[src/core/spc_pkg.sv]
// Package of constants and carrier types for the slave port control register block
package spc_pkg;

	// ************************************************************
	// Register map
	// ************************************************************
	// Register indices; the byte address is four times the index
	localparam logic [9:0]  SPC_CTRL_INDEX   = 10'h089;
	localparam logic [9:0]  SPC_IRQ_ST_INDEX = 10'h08A;
	localparam logic [9:0]  SPC_IRQ_MK_INDEX = 10'h08B;
	localparam logic [11:0] SPC_CTRL_ADDR    = {SPC_CTRL_INDEX, 2'b00};
	localparam logic [11:0] SPC_IRQ_ST_ADDR  = {SPC_IRQ_ST_INDEX, 2'b00};
	localparam logic [11:0] SPC_IRQ_MK_ADDR  = {SPC_IRQ_MK_INDEX, 2'b00};

	// ************************************************************
	// Control register field positions
	// ************************************************************
	localparam int SPC_IN_PEND_BIT  = 7;
	localparam int SPC_OUT_PEND_BIT = 6;
	localparam int SPC_OVERRUN_BIT  = 5;
	localparam int SPC_MODE_BIT     = 4;
	localparam int SPC_CS_DIR_BIT   = 2;
	localparam int SPC_WR_DIR_BIT   = 1;
	localparam int SPC_RD_DIR_BIT   = 0;

	// Reset values
	localparam logic [2:0] SPC_DIR_RESET  = 3'h7;
	localparam logic       SPC_FLAG_RESET = 1'b0;
	localparam logic [2:0] SPC_IRQ_RESET  = 3'h0;

	// ************************************************************
	// Interrupt status and mask field positions
	// ************************************************************
	localparam int SPC_IRQ_WRITE_BIT = 0;
	localparam int SPC_IRQ_READ_BIT  = 1;
	localparam int SPC_IRQ_OVR_BIT   = 2;
	localparam int SPC_IRQ_WIDTH     = 3;

	// Events from the slave port data path
	typedef struct packed {
		logic ext_write_done;   // External write finished, word latched
		logic ext_read_done;    // External read strobe seen
		logic ext_read_active;  // External read still in progress
		logic fw_read_data;     // Firmware read the input latch
		logic fw_write_data;    // Firmware wrote the output latch
	} spc_event_type;

	// Pin direction controls, 1 means input
	typedef struct packed {
		logic chip_select_dir;
		logic write_strobe_dir;
		logic read_strobe_dir;
	} spc_dir_type;

endpackage

[src/core/spc_ctrl.sv]
// Slave port control and strobe direction register with APB access and interrupt
//
// Summary of operation
// - Bit 7 input pending, read only
// - Bit 6 output pending, cleared by host read
// - Bit 5 overrun set on write while pending
// - Overrun cleared only by software writing zero
// - Bit 4 selects slave port mode
// - Bits 2..0 direction of cs, wr, rd
// - Reset: directions one, flags and mode zero
// - Firmware data read clears input pending
// - Output pending stays low until firmware write
// - Mode off holds pending flags clear
// - Write while pending sets overrun, overwrites
//
// Our own choice: the APB register port.
`timescale 1ns/1ps

module spc_ctrl
	import spc_pkg::*;
(
	// Clock and reset
	input  wire logic                    clock,
	input  wire logic                    rst,
	// APB slave
	input  wire logic                    psel,
	input  wire logic                    penable,
	input  wire logic                    pwrite,
	input  wire logic [11:0]             paddr,
	input  wire logic [31:0]             pwdata,
	output logic      [31:0]             prdata,
	output logic                         pready,
	output logic                         pslverr,
	// Events from the slave port data path
	input  wire spc_event_type           port_events,
	// Control outputs to the data path and pins
	output logic                         slave_port_mode_select,
	output spc_dir_type                  strobe_dir,
	output logic                         input_word_pending,
	output logic                         output_word_pending,
	output logic                         input_overrun_flag,
	// Interrupt
	output logic                         irq
);

	// ************************************************************
	// Helper functions
	// ************************************************************

	// Address match, used for each register of the map
	function automatic logic addr_hit(input logic [11:0] a, input logic [11:0] ref_addr);
		addr_hit = (a == ref_addr);
	endfunction

	// ************************************************************
	// State registers
	// ************************************************************
	logic                     in_pend_reg;    // Input word waiting for firmware
	logic                     in_pend_next;
	logic                     out_pend_reg;   // Output word not yet read by host
	logic                     out_pend_next;
	logic                     overrun_reg;    // Sticky overrun detect
	logic                     overrun_next;
	logic                     mode_reg;       // Slave port mode select
	logic                     mode_next;
	spc_dir_type              dir_reg;        // Pin direction bits
	spc_dir_type              dir_next;
	logic [SPC_IRQ_WIDTH-1:0] irq_st_reg;     // Sticky interrupt status
	logic [SPC_IRQ_WIDTH-1:0] irq_st_next;
	logic [SPC_IRQ_WIDTH-1:0] irq_mk_reg;     // Interrupt mask, 1 enables
	logic [SPC_IRQ_WIDTH-1:0] irq_mk_next;
	logic                     irq_reg;        // Registered interrupt line
	logic                     irq_next;

	// APB answer registers
	logic                     pready_reg;
	logic                     pready_next;
	logic [31:0]              prdata_reg;
	logic [31:0]              prdata_next;
	logic                     pslverr_reg;
	logic                     pslverr_next;

	// ************************************************************
	// Bus decode
	// ************************************************************
	wire logic access_phase;   // Access phase, answer not yet given
	wire logic commit;         // Edge at which the transfer completes
	wire logic hit_ctrl;       // Control register selected
	wire logic hit_st;         // Interrupt status selected
	wire logic hit_mk;         // Interrupt mask selected
	wire logic mapped;         // Any register selected
	wire logic wr_ctrl;        // Write to control register
	wire logic wr_st;          // Write to interrupt status
	wire logic wr_mk;          // Write to interrupt mask

	// Access phase first cycle lasts until pready is raised
	assign access_phase = psel & penable & ~pready_reg;
	// Write takes effect only at the edge where pready is seen high
	assign commit       = psel & penable & pready_reg;
	assign hit_ctrl     = addr_hit(paddr, SPC_CTRL_ADDR);
	assign hit_st       = addr_hit(paddr, SPC_IRQ_ST_ADDR);
	assign hit_mk       = addr_hit(paddr, SPC_IRQ_MK_ADDR);
	assign mapped       = hit_ctrl | hit_st | hit_mk;
	assign wr_ctrl      = commit & pwrite & hit_ctrl;
	assign wr_st        = commit & pwrite & hit_st;
	assign wr_mk        = commit & pwrite & hit_mk;

	// ************************************************************
	// Event qualification
	// ************************************************************
	wire logic host_wrote;     // External write completed in port mode
	wire logic host_read;      // External read seen in port mode
	wire logic overrun_event;  // External write onto a pending word
	wire logic [SPC_IRQ_WIDTH-1:0] irq_events;

	// Data path events only count while the port is in slave mode
	assign host_wrote    = mode_reg & port_events.ext_write_done;
	assign host_read     = mode_reg & port_events.ext_read_done;
	// The new word overwrites the old one in the data path latch
	assign overrun_event = host_wrote & in_pend_reg;

	// Interrupt sources in status bit order
	assign irq_events = {overrun_event, host_read, host_wrote};

	// ************************************************************
	// Flag next state
	// ************************************************************

	// Input pending: set by host write, cleared by firmware read
	always_comb begin
		if (!mode_reg) begin
			in_pend_next = 1'b0;
		end else if (host_wrote) begin
			// A write in the same cycle as a firmware read wins
			in_pend_next = 1'b1;
		end else if (port_events.fw_read_data) begin
			in_pend_next = 1'b0;
		end else begin
			in_pend_next = in_pend_reg;
		end
	end

	// Output pending: set by firmware write, cleared by host read
	always_comb begin
		if (!mode_reg) begin
			out_pend_next = 1'b0;
		end else if (host_read) begin
			out_pend_next = 1'b0;
		end else if (port_events.fw_write_data && !port_events.ext_read_active) begin
			// A firmware write during a host read goes straight to the pins
			out_pend_next = 1'b1;
		end else begin
			out_pend_next = out_pend_reg;
		end
	end

	// Overrun: hardware or a software write of one sets it, software write of zero clears it
	always_comb begin
		if (overrun_event) begin
			// Set beats a software clear in the same cycle
			overrun_next = 1'b1;
		end else if (wr_ctrl) begin
			// Software may write either value
			overrun_next = pwdata[SPC_OVERRUN_BIT];
		end else begin
			// Mode off leaves it unchanged
			overrun_next = overrun_reg;
		end
	end

	// ************************************************************
	// Writable control fields
	// ************************************************************

	// Mode select and direction bits; bit 3 has no storage
	always_comb begin
		if (wr_ctrl) begin
			mode_next                 = pwdata[SPC_MODE_BIT];
			dir_next.chip_select_dir  = pwdata[SPC_CS_DIR_BIT];
			dir_next.write_strobe_dir = pwdata[SPC_WR_DIR_BIT];
			dir_next.read_strobe_dir  = pwdata[SPC_RD_DIR_BIT];
		end else begin
			mode_next = mode_reg;
			dir_next  = dir_reg;
		end
	end

	// ************************************************************
	// Interrupt status and mask
	// ************************************************************

	// Each status bit is sticky, cleared by writing one
	genvar gi;
	generate
		for (gi = 0; gi < SPC_IRQ_WIDTH; gi++) begin : g_irq
			// New event wins over a write-one-to-clear
			assign irq_st_next[gi] = irq_events[gi] |
				(irq_st_reg[gi] & ~(wr_st & pwdata[gi]));
		end
	endgenerate

	// Mask is a plain read/write field
	assign irq_mk_next = wr_mk ? pwdata[SPC_IRQ_WIDTH-1:0] : irq_mk_reg;
	// Level line, high while an enabled status bit is set
	assign irq_next    = |(irq_st_next & irq_mk_next);

	// ************************************************************
	// Read data and answer
	// ************************************************************
	logic [7:0] ctrl_view;  // Control register as software sees it

	// Bit 3 is not implemented and reads zero
	always_comb begin
		ctrl_view                   = 8'h00;
		ctrl_view[SPC_IN_PEND_BIT]  = in_pend_reg;
		ctrl_view[SPC_OUT_PEND_BIT] = out_pend_reg;
		ctrl_view[SPC_OVERRUN_BIT]  = overrun_reg;
		ctrl_view[SPC_MODE_BIT]     = mode_reg;
		ctrl_view[SPC_CS_DIR_BIT]   = dir_reg.chip_select_dir;
		ctrl_view[SPC_WR_DIR_BIT]   = dir_reg.write_strobe_dir;
		ctrl_view[SPC_RD_DIR_BIT]   = dir_reg.read_strobe_dir;
	end

	// Answer one cycle into the access phase, then drop at once
	assign pready_next  = access_phase;
	assign pslverr_next = access_phase & ~mapped;

	// Read data is captured with pready so it is stable when sampled
	always_comb begin
		prdata_next = 32'h0000_0000;
		if (access_phase && !pwrite) begin
			if (hit_ctrl) begin
				prdata_next = {24'h00_0000, ctrl_view};
			end else if (hit_st) begin
				prdata_next = {29'h0000_0000, irq_st_reg};
			end else if (hit_mk) begin
				prdata_next = {29'h0000_0000, irq_mk_reg};
			end else begin
				// Unmapped reads return zero with an error
				prdata_next = 32'h0000_0000;
			end
		end
	end

	// ************************************************************
	// Flip-flops
	// ************************************************************

	// Port flags and control fields
	always_ff @(posedge clock) begin
		if (rst) begin
			in_pend_reg  <= SPC_FLAG_RESET;
			out_pend_reg <= SPC_FLAG_RESET;
			overrun_reg  <= SPC_FLAG_RESET;
			mode_reg     <= SPC_FLAG_RESET;
			dir_reg      <= SPC_DIR_RESET;
		end else begin
			in_pend_reg  <= in_pend_next;
			out_pend_reg <= out_pend_next;
			overrun_reg  <= overrun_next;
			mode_reg     <= mode_next;
			dir_reg      <= dir_next;
		end
	end

	// Interrupt state
	always_ff @(posedge clock) begin
		if (rst) begin
			irq_st_reg <= SPC_IRQ_RESET;
			irq_mk_reg <= SPC_IRQ_RESET;
			irq_reg    <= 1'b0;
		end else begin
			irq_st_reg <= irq_st_next;
			irq_mk_reg <= irq_mk_next;
			irq_reg    <= irq_next;
		end
	end

	// Bus answer
	always_ff @(posedge clock) begin
		if (rst) begin
			pready_reg  <= 1'b0;
			pslverr_reg <= 1'b0;
			prdata_reg  <= 32'h0000_0000;
		end else begin
			pready_reg  <= pready_next;
			pslverr_reg <= pslverr_next;
			prdata_reg  <= prdata_next;
		end
	end

	// ************************************************************
	// Outputs, each straight from a flip-flop
	// ************************************************************
	assign prdata                 = prdata_reg;
	assign pready                 = pready_reg;
	assign pslverr                = pslverr_reg;
	assign slave_port_mode_select = mode_reg;
	assign strobe_dir             = dir_reg;
	assign input_word_pending     = in_pend_reg;
	assign output_word_pending    = out_pend_reg;
	assign input_overrun_flag     = overrun_reg;
	assign irq                    = irq_reg;

endmodule // spc_ctrl

[config.mk]
export PLATFORM = sky130hd
export DESIGN_NAME = spc_ctrl
export DESIGN_NICKNAME = d
export VERILOG_FILES = /design/src/core/spc_pkg.sv /design/src/core/spc_ctrl.sv
export SDC_FILE = /design/constraint.sdc
export NUM_CORES = 1
export LEC_CHECK = 0
export BUFFER_PORTS_ARGS = -buffer_cell sky130_fd_sc_hd__clkbuf_2
export CORE_ASPECT_RATIO = 2
export CORE_MARGIN = 10
export CORE_UTILIZATION = 35
export DETAILED_ROUTE_END_ITERATION = 16
export HOLD_SLACK_MARGIN = 0.08
export PLACE_DENSITY = 0.81
export SLEW_MARGIN = 20
export SYNTH_ARGS = -nofsm -noshare
export SYNTH_HDL_FRONTEND = slang
export SYNTH_SLANG_ARGS = --single-unit
[constraint.sdc]
create_clock -name clock -period 2.8 [get_ports clock]
set_clock_uncertainty 0.05 [all_clocks]
set_input_delay 0.84 -clock clock [delete_from_list [all_inputs] [get_ports clock]]
set_output_delay 0.84 -clock clock [all_outputs]
set_load 0.03 [all_outputs]
=== Yosys cells after proc, flatten, opt, wreduce, memory -nomap -nowiden ===
Cells that the tools add are included.

* Input port bits: 54
* Word-level logic and storage cells: 66
* Register bits: 48
* Output and inout bits: 42

* Eq/ne operators: 3
* Reductions and logical operators: 11
* Bitwise logic cells: 30
* Muxes and demuxes: 8

{| class="wikitable"
|+ Operator list
! operator !! number
|-
| $eq 12x10->1 const B || 3
|-
| $and 1x1->1 || 17
|-
| $mux 3 || 3
|-
| $mux 8 || 1
|-
| $not 1->1 || 7
|-
| $reduce_or 3->1 || 2
|-
| $or 1x1->1 || 5
|-
| $mux 1 || 4
|-
| $reduce_bool 2->1 || 2
|-
| $reduce_or 2->1 || 2
|-
| $reduce_or 4->1 || 1
|-
| $and 3x3->3 || 1
|-
| $logic_and 1x1->1 || 2
|-
| $logic_not 1->1 || 2
|}

=== Logic depth before layout (Yosys ltp) ===
* Depth in word-level cells: 10
* Depth in mapped cells: 7
* Mapped depth without buffers: 5

=== Worst setup path before layout ===
Ideal clock, no wire load.

* Path type: input to register
* Start point: input paddr[1]
* End point: register dir_reg (netlist bit strobe_dir[1])
* Stages: 5
* Buffers on the path: 0
* Library setup time: 0.120 ns
* Path slack: 0.566 ns
* Required time: 2.630 ns
* Data arrival time: 2.065 ns
* Cell sequence: nor4b_4 > nand4_4 > nor3b_4 > nor2b_1 > a211o_1

* Word-level cells in the longest chain between the ends: 2

{| class="wikitable"
|+ RTL lines
! what !! line !! RTL
|-
| start, declared || spc_ctrl.sv:29 || <nowiki>input wire logic [11:0] paddr,</nowiki>
|-
| $eq 12x10->1 || spc_ctrl.sv:52 || <nowiki>addr_hit = (a == ref_addr);</nowiki>
|-
| $and 1x1->1 || spc_ctrl.sv:104 || <nowiki>assign wr_ctrl = commit & pwrite & hit_ctrl;</nowiki>
|-
| end signal, assigned || spc_ctrl.sv:262 || <nowiki>dir_reg <= dir_next;</nowiki>
|-
| end, declared || spc_ctrl.sv:66 || <nowiki>spc_dir_type dir_reg;</nowiki>
|}

No other way between the ends.
A chain may end at the register's enable or synchronous reset.

=== Final worst setup path ===
* Start point: input paddr[1]
* End point: register irq_reg, in the netlist irq

* Word-level cells in the longest chain between the ends: 8
* Elaborated cells on any way between the ends: 19
* Classes of those cells: eq/ne (2); mux (1); bitwise (15); reduce/logical (1)

{| class="wikitable"
|+ RTL lines
! what !! line !! RTL
|-
| $eq 12x10->1 || spc_ctrl.sv:52 ||
|-
| $and 1x1->1 || spc_ctrl.sv:105 || <nowiki>assign wr_st = commit & pwrite & hit_st;</nowiki>
|-
| $and 1x1->1 || spc_ctrl.sv:198 || <nowiki>(irq_st_reg[gi] & ~(wr_st & pwdata[gi]));</nowiki>
|-
| $not 1->1 || spc_ctrl.sv:198 ||
|-
| $and 1x1->1 || spc_ctrl.sv:198 ||
|-
| $or 1x1->1 || spc_ctrl.sv:197 || <nowiki>assign irq_st_next[gi] = irq_events[gi] |</nowiki>
|-
| $and 3x3->3 (*) || spc_ctrl.sv:205 || <nowiki>assign irq_next = |(irq_st_next & irq_mk_next);</nowiki>
|-
| $reduce_or 3->1 (*) || spc_ctrl.sv:205 ||
|-
| end signal, assigned || spc_ctrl.sv:275 || <nowiki>irq_reg <= irq_next;</nowiki>
|-
| end, declared || spc_ctrl.sv:72 || <nowiki>logic irq_reg;</nowiki>
|}

Every way passes the cells marked *; elsewhere a longest branch is shown, timed or not.

==> summary.md <==
| Metric | Value |
|---|---|
| Status | completed |
| Vias | 1104 |
| Core area | 3416 sq um |
| Endpoints failing setup | 0 |
| Worst path cell trace | clkbuf_2, nor4b_4, and4_1, mux2_2, o211ai_1, a31oi_1 |
| Startpoint Class | primary input |
| Power Total | 623.3 uW |
| Pre-CTS setup slack | 290.4 ps |
| Antenna violations before repair | 0 |
| Power Density | 425.0 nW/um^2 |
| # clock sinks | 23 |
| Synthesized area | 1240 sq um |
| DP Area | 1421 sq um |
| Global route total overflow | 0 |
| CP bufs+invs | 1 |
| Most frequent cell after synthesis | buf_4 |
| CTS max path bufs | 2 |
| Pins Over Slew Limit | 0 |
| First-pass GRT wire length | 5264 microns |
| YS warnings | 0 |
| Top post-synthesis cells by count | buf_4, dfxtp_1, nor2_1, a21oi_1, inv_1 |
| DR vias/cell | 4.738 |
| Drt pass-1 iters | 4 |
| I/O pin count | 96 |
| Max reg flops | 7 |
| ANT cells | 0 |
| Site Rows | 30 |
| Setup CP Type | in -> reg |
| Synth cell types | 36 |
| PortBufs | 43 |
| Largest area contributor in the netlist | dfxtp_1 |
| Post-Route WL | 3316 microns |
| R2R depth | 5 |
| Cts repair resizes | 0 |
| Die height | 104.2 microns |
| Layout Cells excl Fill | 233 |
| Synth top area cells | dfxtp_1, buf_4, a21oi_1 |
| RSZ-0062 raised after global routing | false |
| Placed Cells | 229 |
| Synthesized instance count | 139 |
| Peak Freq | 0.4465 GHz |
| Worst VDD drop | 218.3 uV |
| Tcrit/Tclk final | 79.99% |
| Post-synth EDFFs | 0 |
| Leak pwr | 0.6756 nW |
| Ratio of cells with drive above 1 in the final layout | 31.89% |
| Worst skew pair latency | 260 ps |
| Largest net degree at the start of global routing | 16 |
| GP Congestion | 0.9023 |
| Wirelength per Cell | 14.23 microns |
| Residual DRC | 0 |
| Clock root cell | clkbuf_8 |
| # Post-CTS Setup Buffers | 0 |
| Design Area, Final | 1466 sq um |
| FFs w/ async S/R, synth | 0% |
| Final #Nets | 240 |
| Dpl hpwl | 2732 microns |
| Die width | 62.09 microns |
| Clock transition at the registers of the reported paths | 80 ps |
| Synth Register Bits | 23 |
| CP peak stage delay | 400 ps |
| Synth Flop Type | dfxtp_1 |
| CTS tree | yes |
| Setup crit end kind | flip-flop |
| Syn_area_per_cell | 8.920 sq um |
| Max Cap Viol | 0 |
| All-Layer GR Usage | 10.32% |
| Tmin final | 2240 ps |
| Crit path DAT | 2330 ps |
| Vias in the first global route | 1226 |
| Seq/Total Area, Yosys | 37.13% |
| CP Data Required Time | 2890 ps |
| Final worst slack | 560.4 ps |
| Area share of the largest cell type after synthesis | 37.13% |
| Total negative slack | 0 ps |
| Critical path depth | 6 |
| Initial core utilization | 36.30% |
| Hold WS | 436.8 ps |
| Slowest CP cell | nor4b_4 |
| Final core occ | 42.93% |
| Hold Path Stages | 1 |
| Cell family with most CP delay | simple AND/OR/NAND/NOR gates |
| TritonCTS Buffers | 3 |
| H-Tree Depth | 1 |
| Die Area | 6468 sq um |
| Hold Buf Count CTS | 0 |
| Area growth syn-to-layout | 18.26% |
| Max FO, Critical Path | 5 |
| Worst min-delay path category | reg -> reg |
| Antenna viol nets, final | 0 |
| Initial DRC count | 46 |
| Hold Violations, Final | 0 |
-- area by class of cell --
type / instances / area [sq um]
inverters: 7 / 26.28
flip-flops and latches: 23 / 460.4
clock buffers: 4 / 45.04
multi-input cells: 105 / 636.9
well taps: 48 / 60.06
repair buffers: 46 / 237.7
fillers: 353 / 1949
-- power by group --
group          internal, mW  total [mW]  switching [mW]
Combinational        0.0212      0.0931          0.0719
Clock                 0.101       0.202           0.100
Sequential            0.328       0.328        0.000614
-- per-layer routing --
| metal | routed length [microns] | up-vias | part of all wire (%) | global-route usage [%] |
|---|---|---|---|---|
| met5 | 0 | - | 0 | 0 |
| met4 | 56 | 0 | 1.7 | 5.949 |
| met3 | 361 | 4 | 11 | 4.279 |
| met2 | 1828 | 61 | 55 | 18.97 |
| met1 | 1069 | 515 | 32 | 8.166 |
| li1 | - | 524 | - | - |
-- final timing paths --
path                                from      to  slack [ps]
worst min-delay path              pready  pready         440
worst max register to register    pready     irq        1030
worst min register to register    pready  pready         440
worst max-delay path            paddr[1]     irq         560
-- logic make-up after synthesis --
group	after synthesis	synth area share (%)
flip-flops	23	37.13
other	1	0.3024
multiplexers	4	3.330
AO/OA/AOI/OAI	26	12.92
buffers and inverters	35	18.77
AND/OR/NAND/NOR	50	27.55
-- layout by cell type, fill, tap and decap left out, types with 4 or more instances in the layout --
cell type,synthesis,final
inv_1,7,7
a21oi_1,13,13
o21ai_0,4,4
conb_1,1,25
nand2_1,4,4
clkbuf_2,0,43
nor2b_1,4,4
dfxtp_1,23,23
and3_1,6,6
nor2_1,16,16
Power figures use the tool's default switching activity.
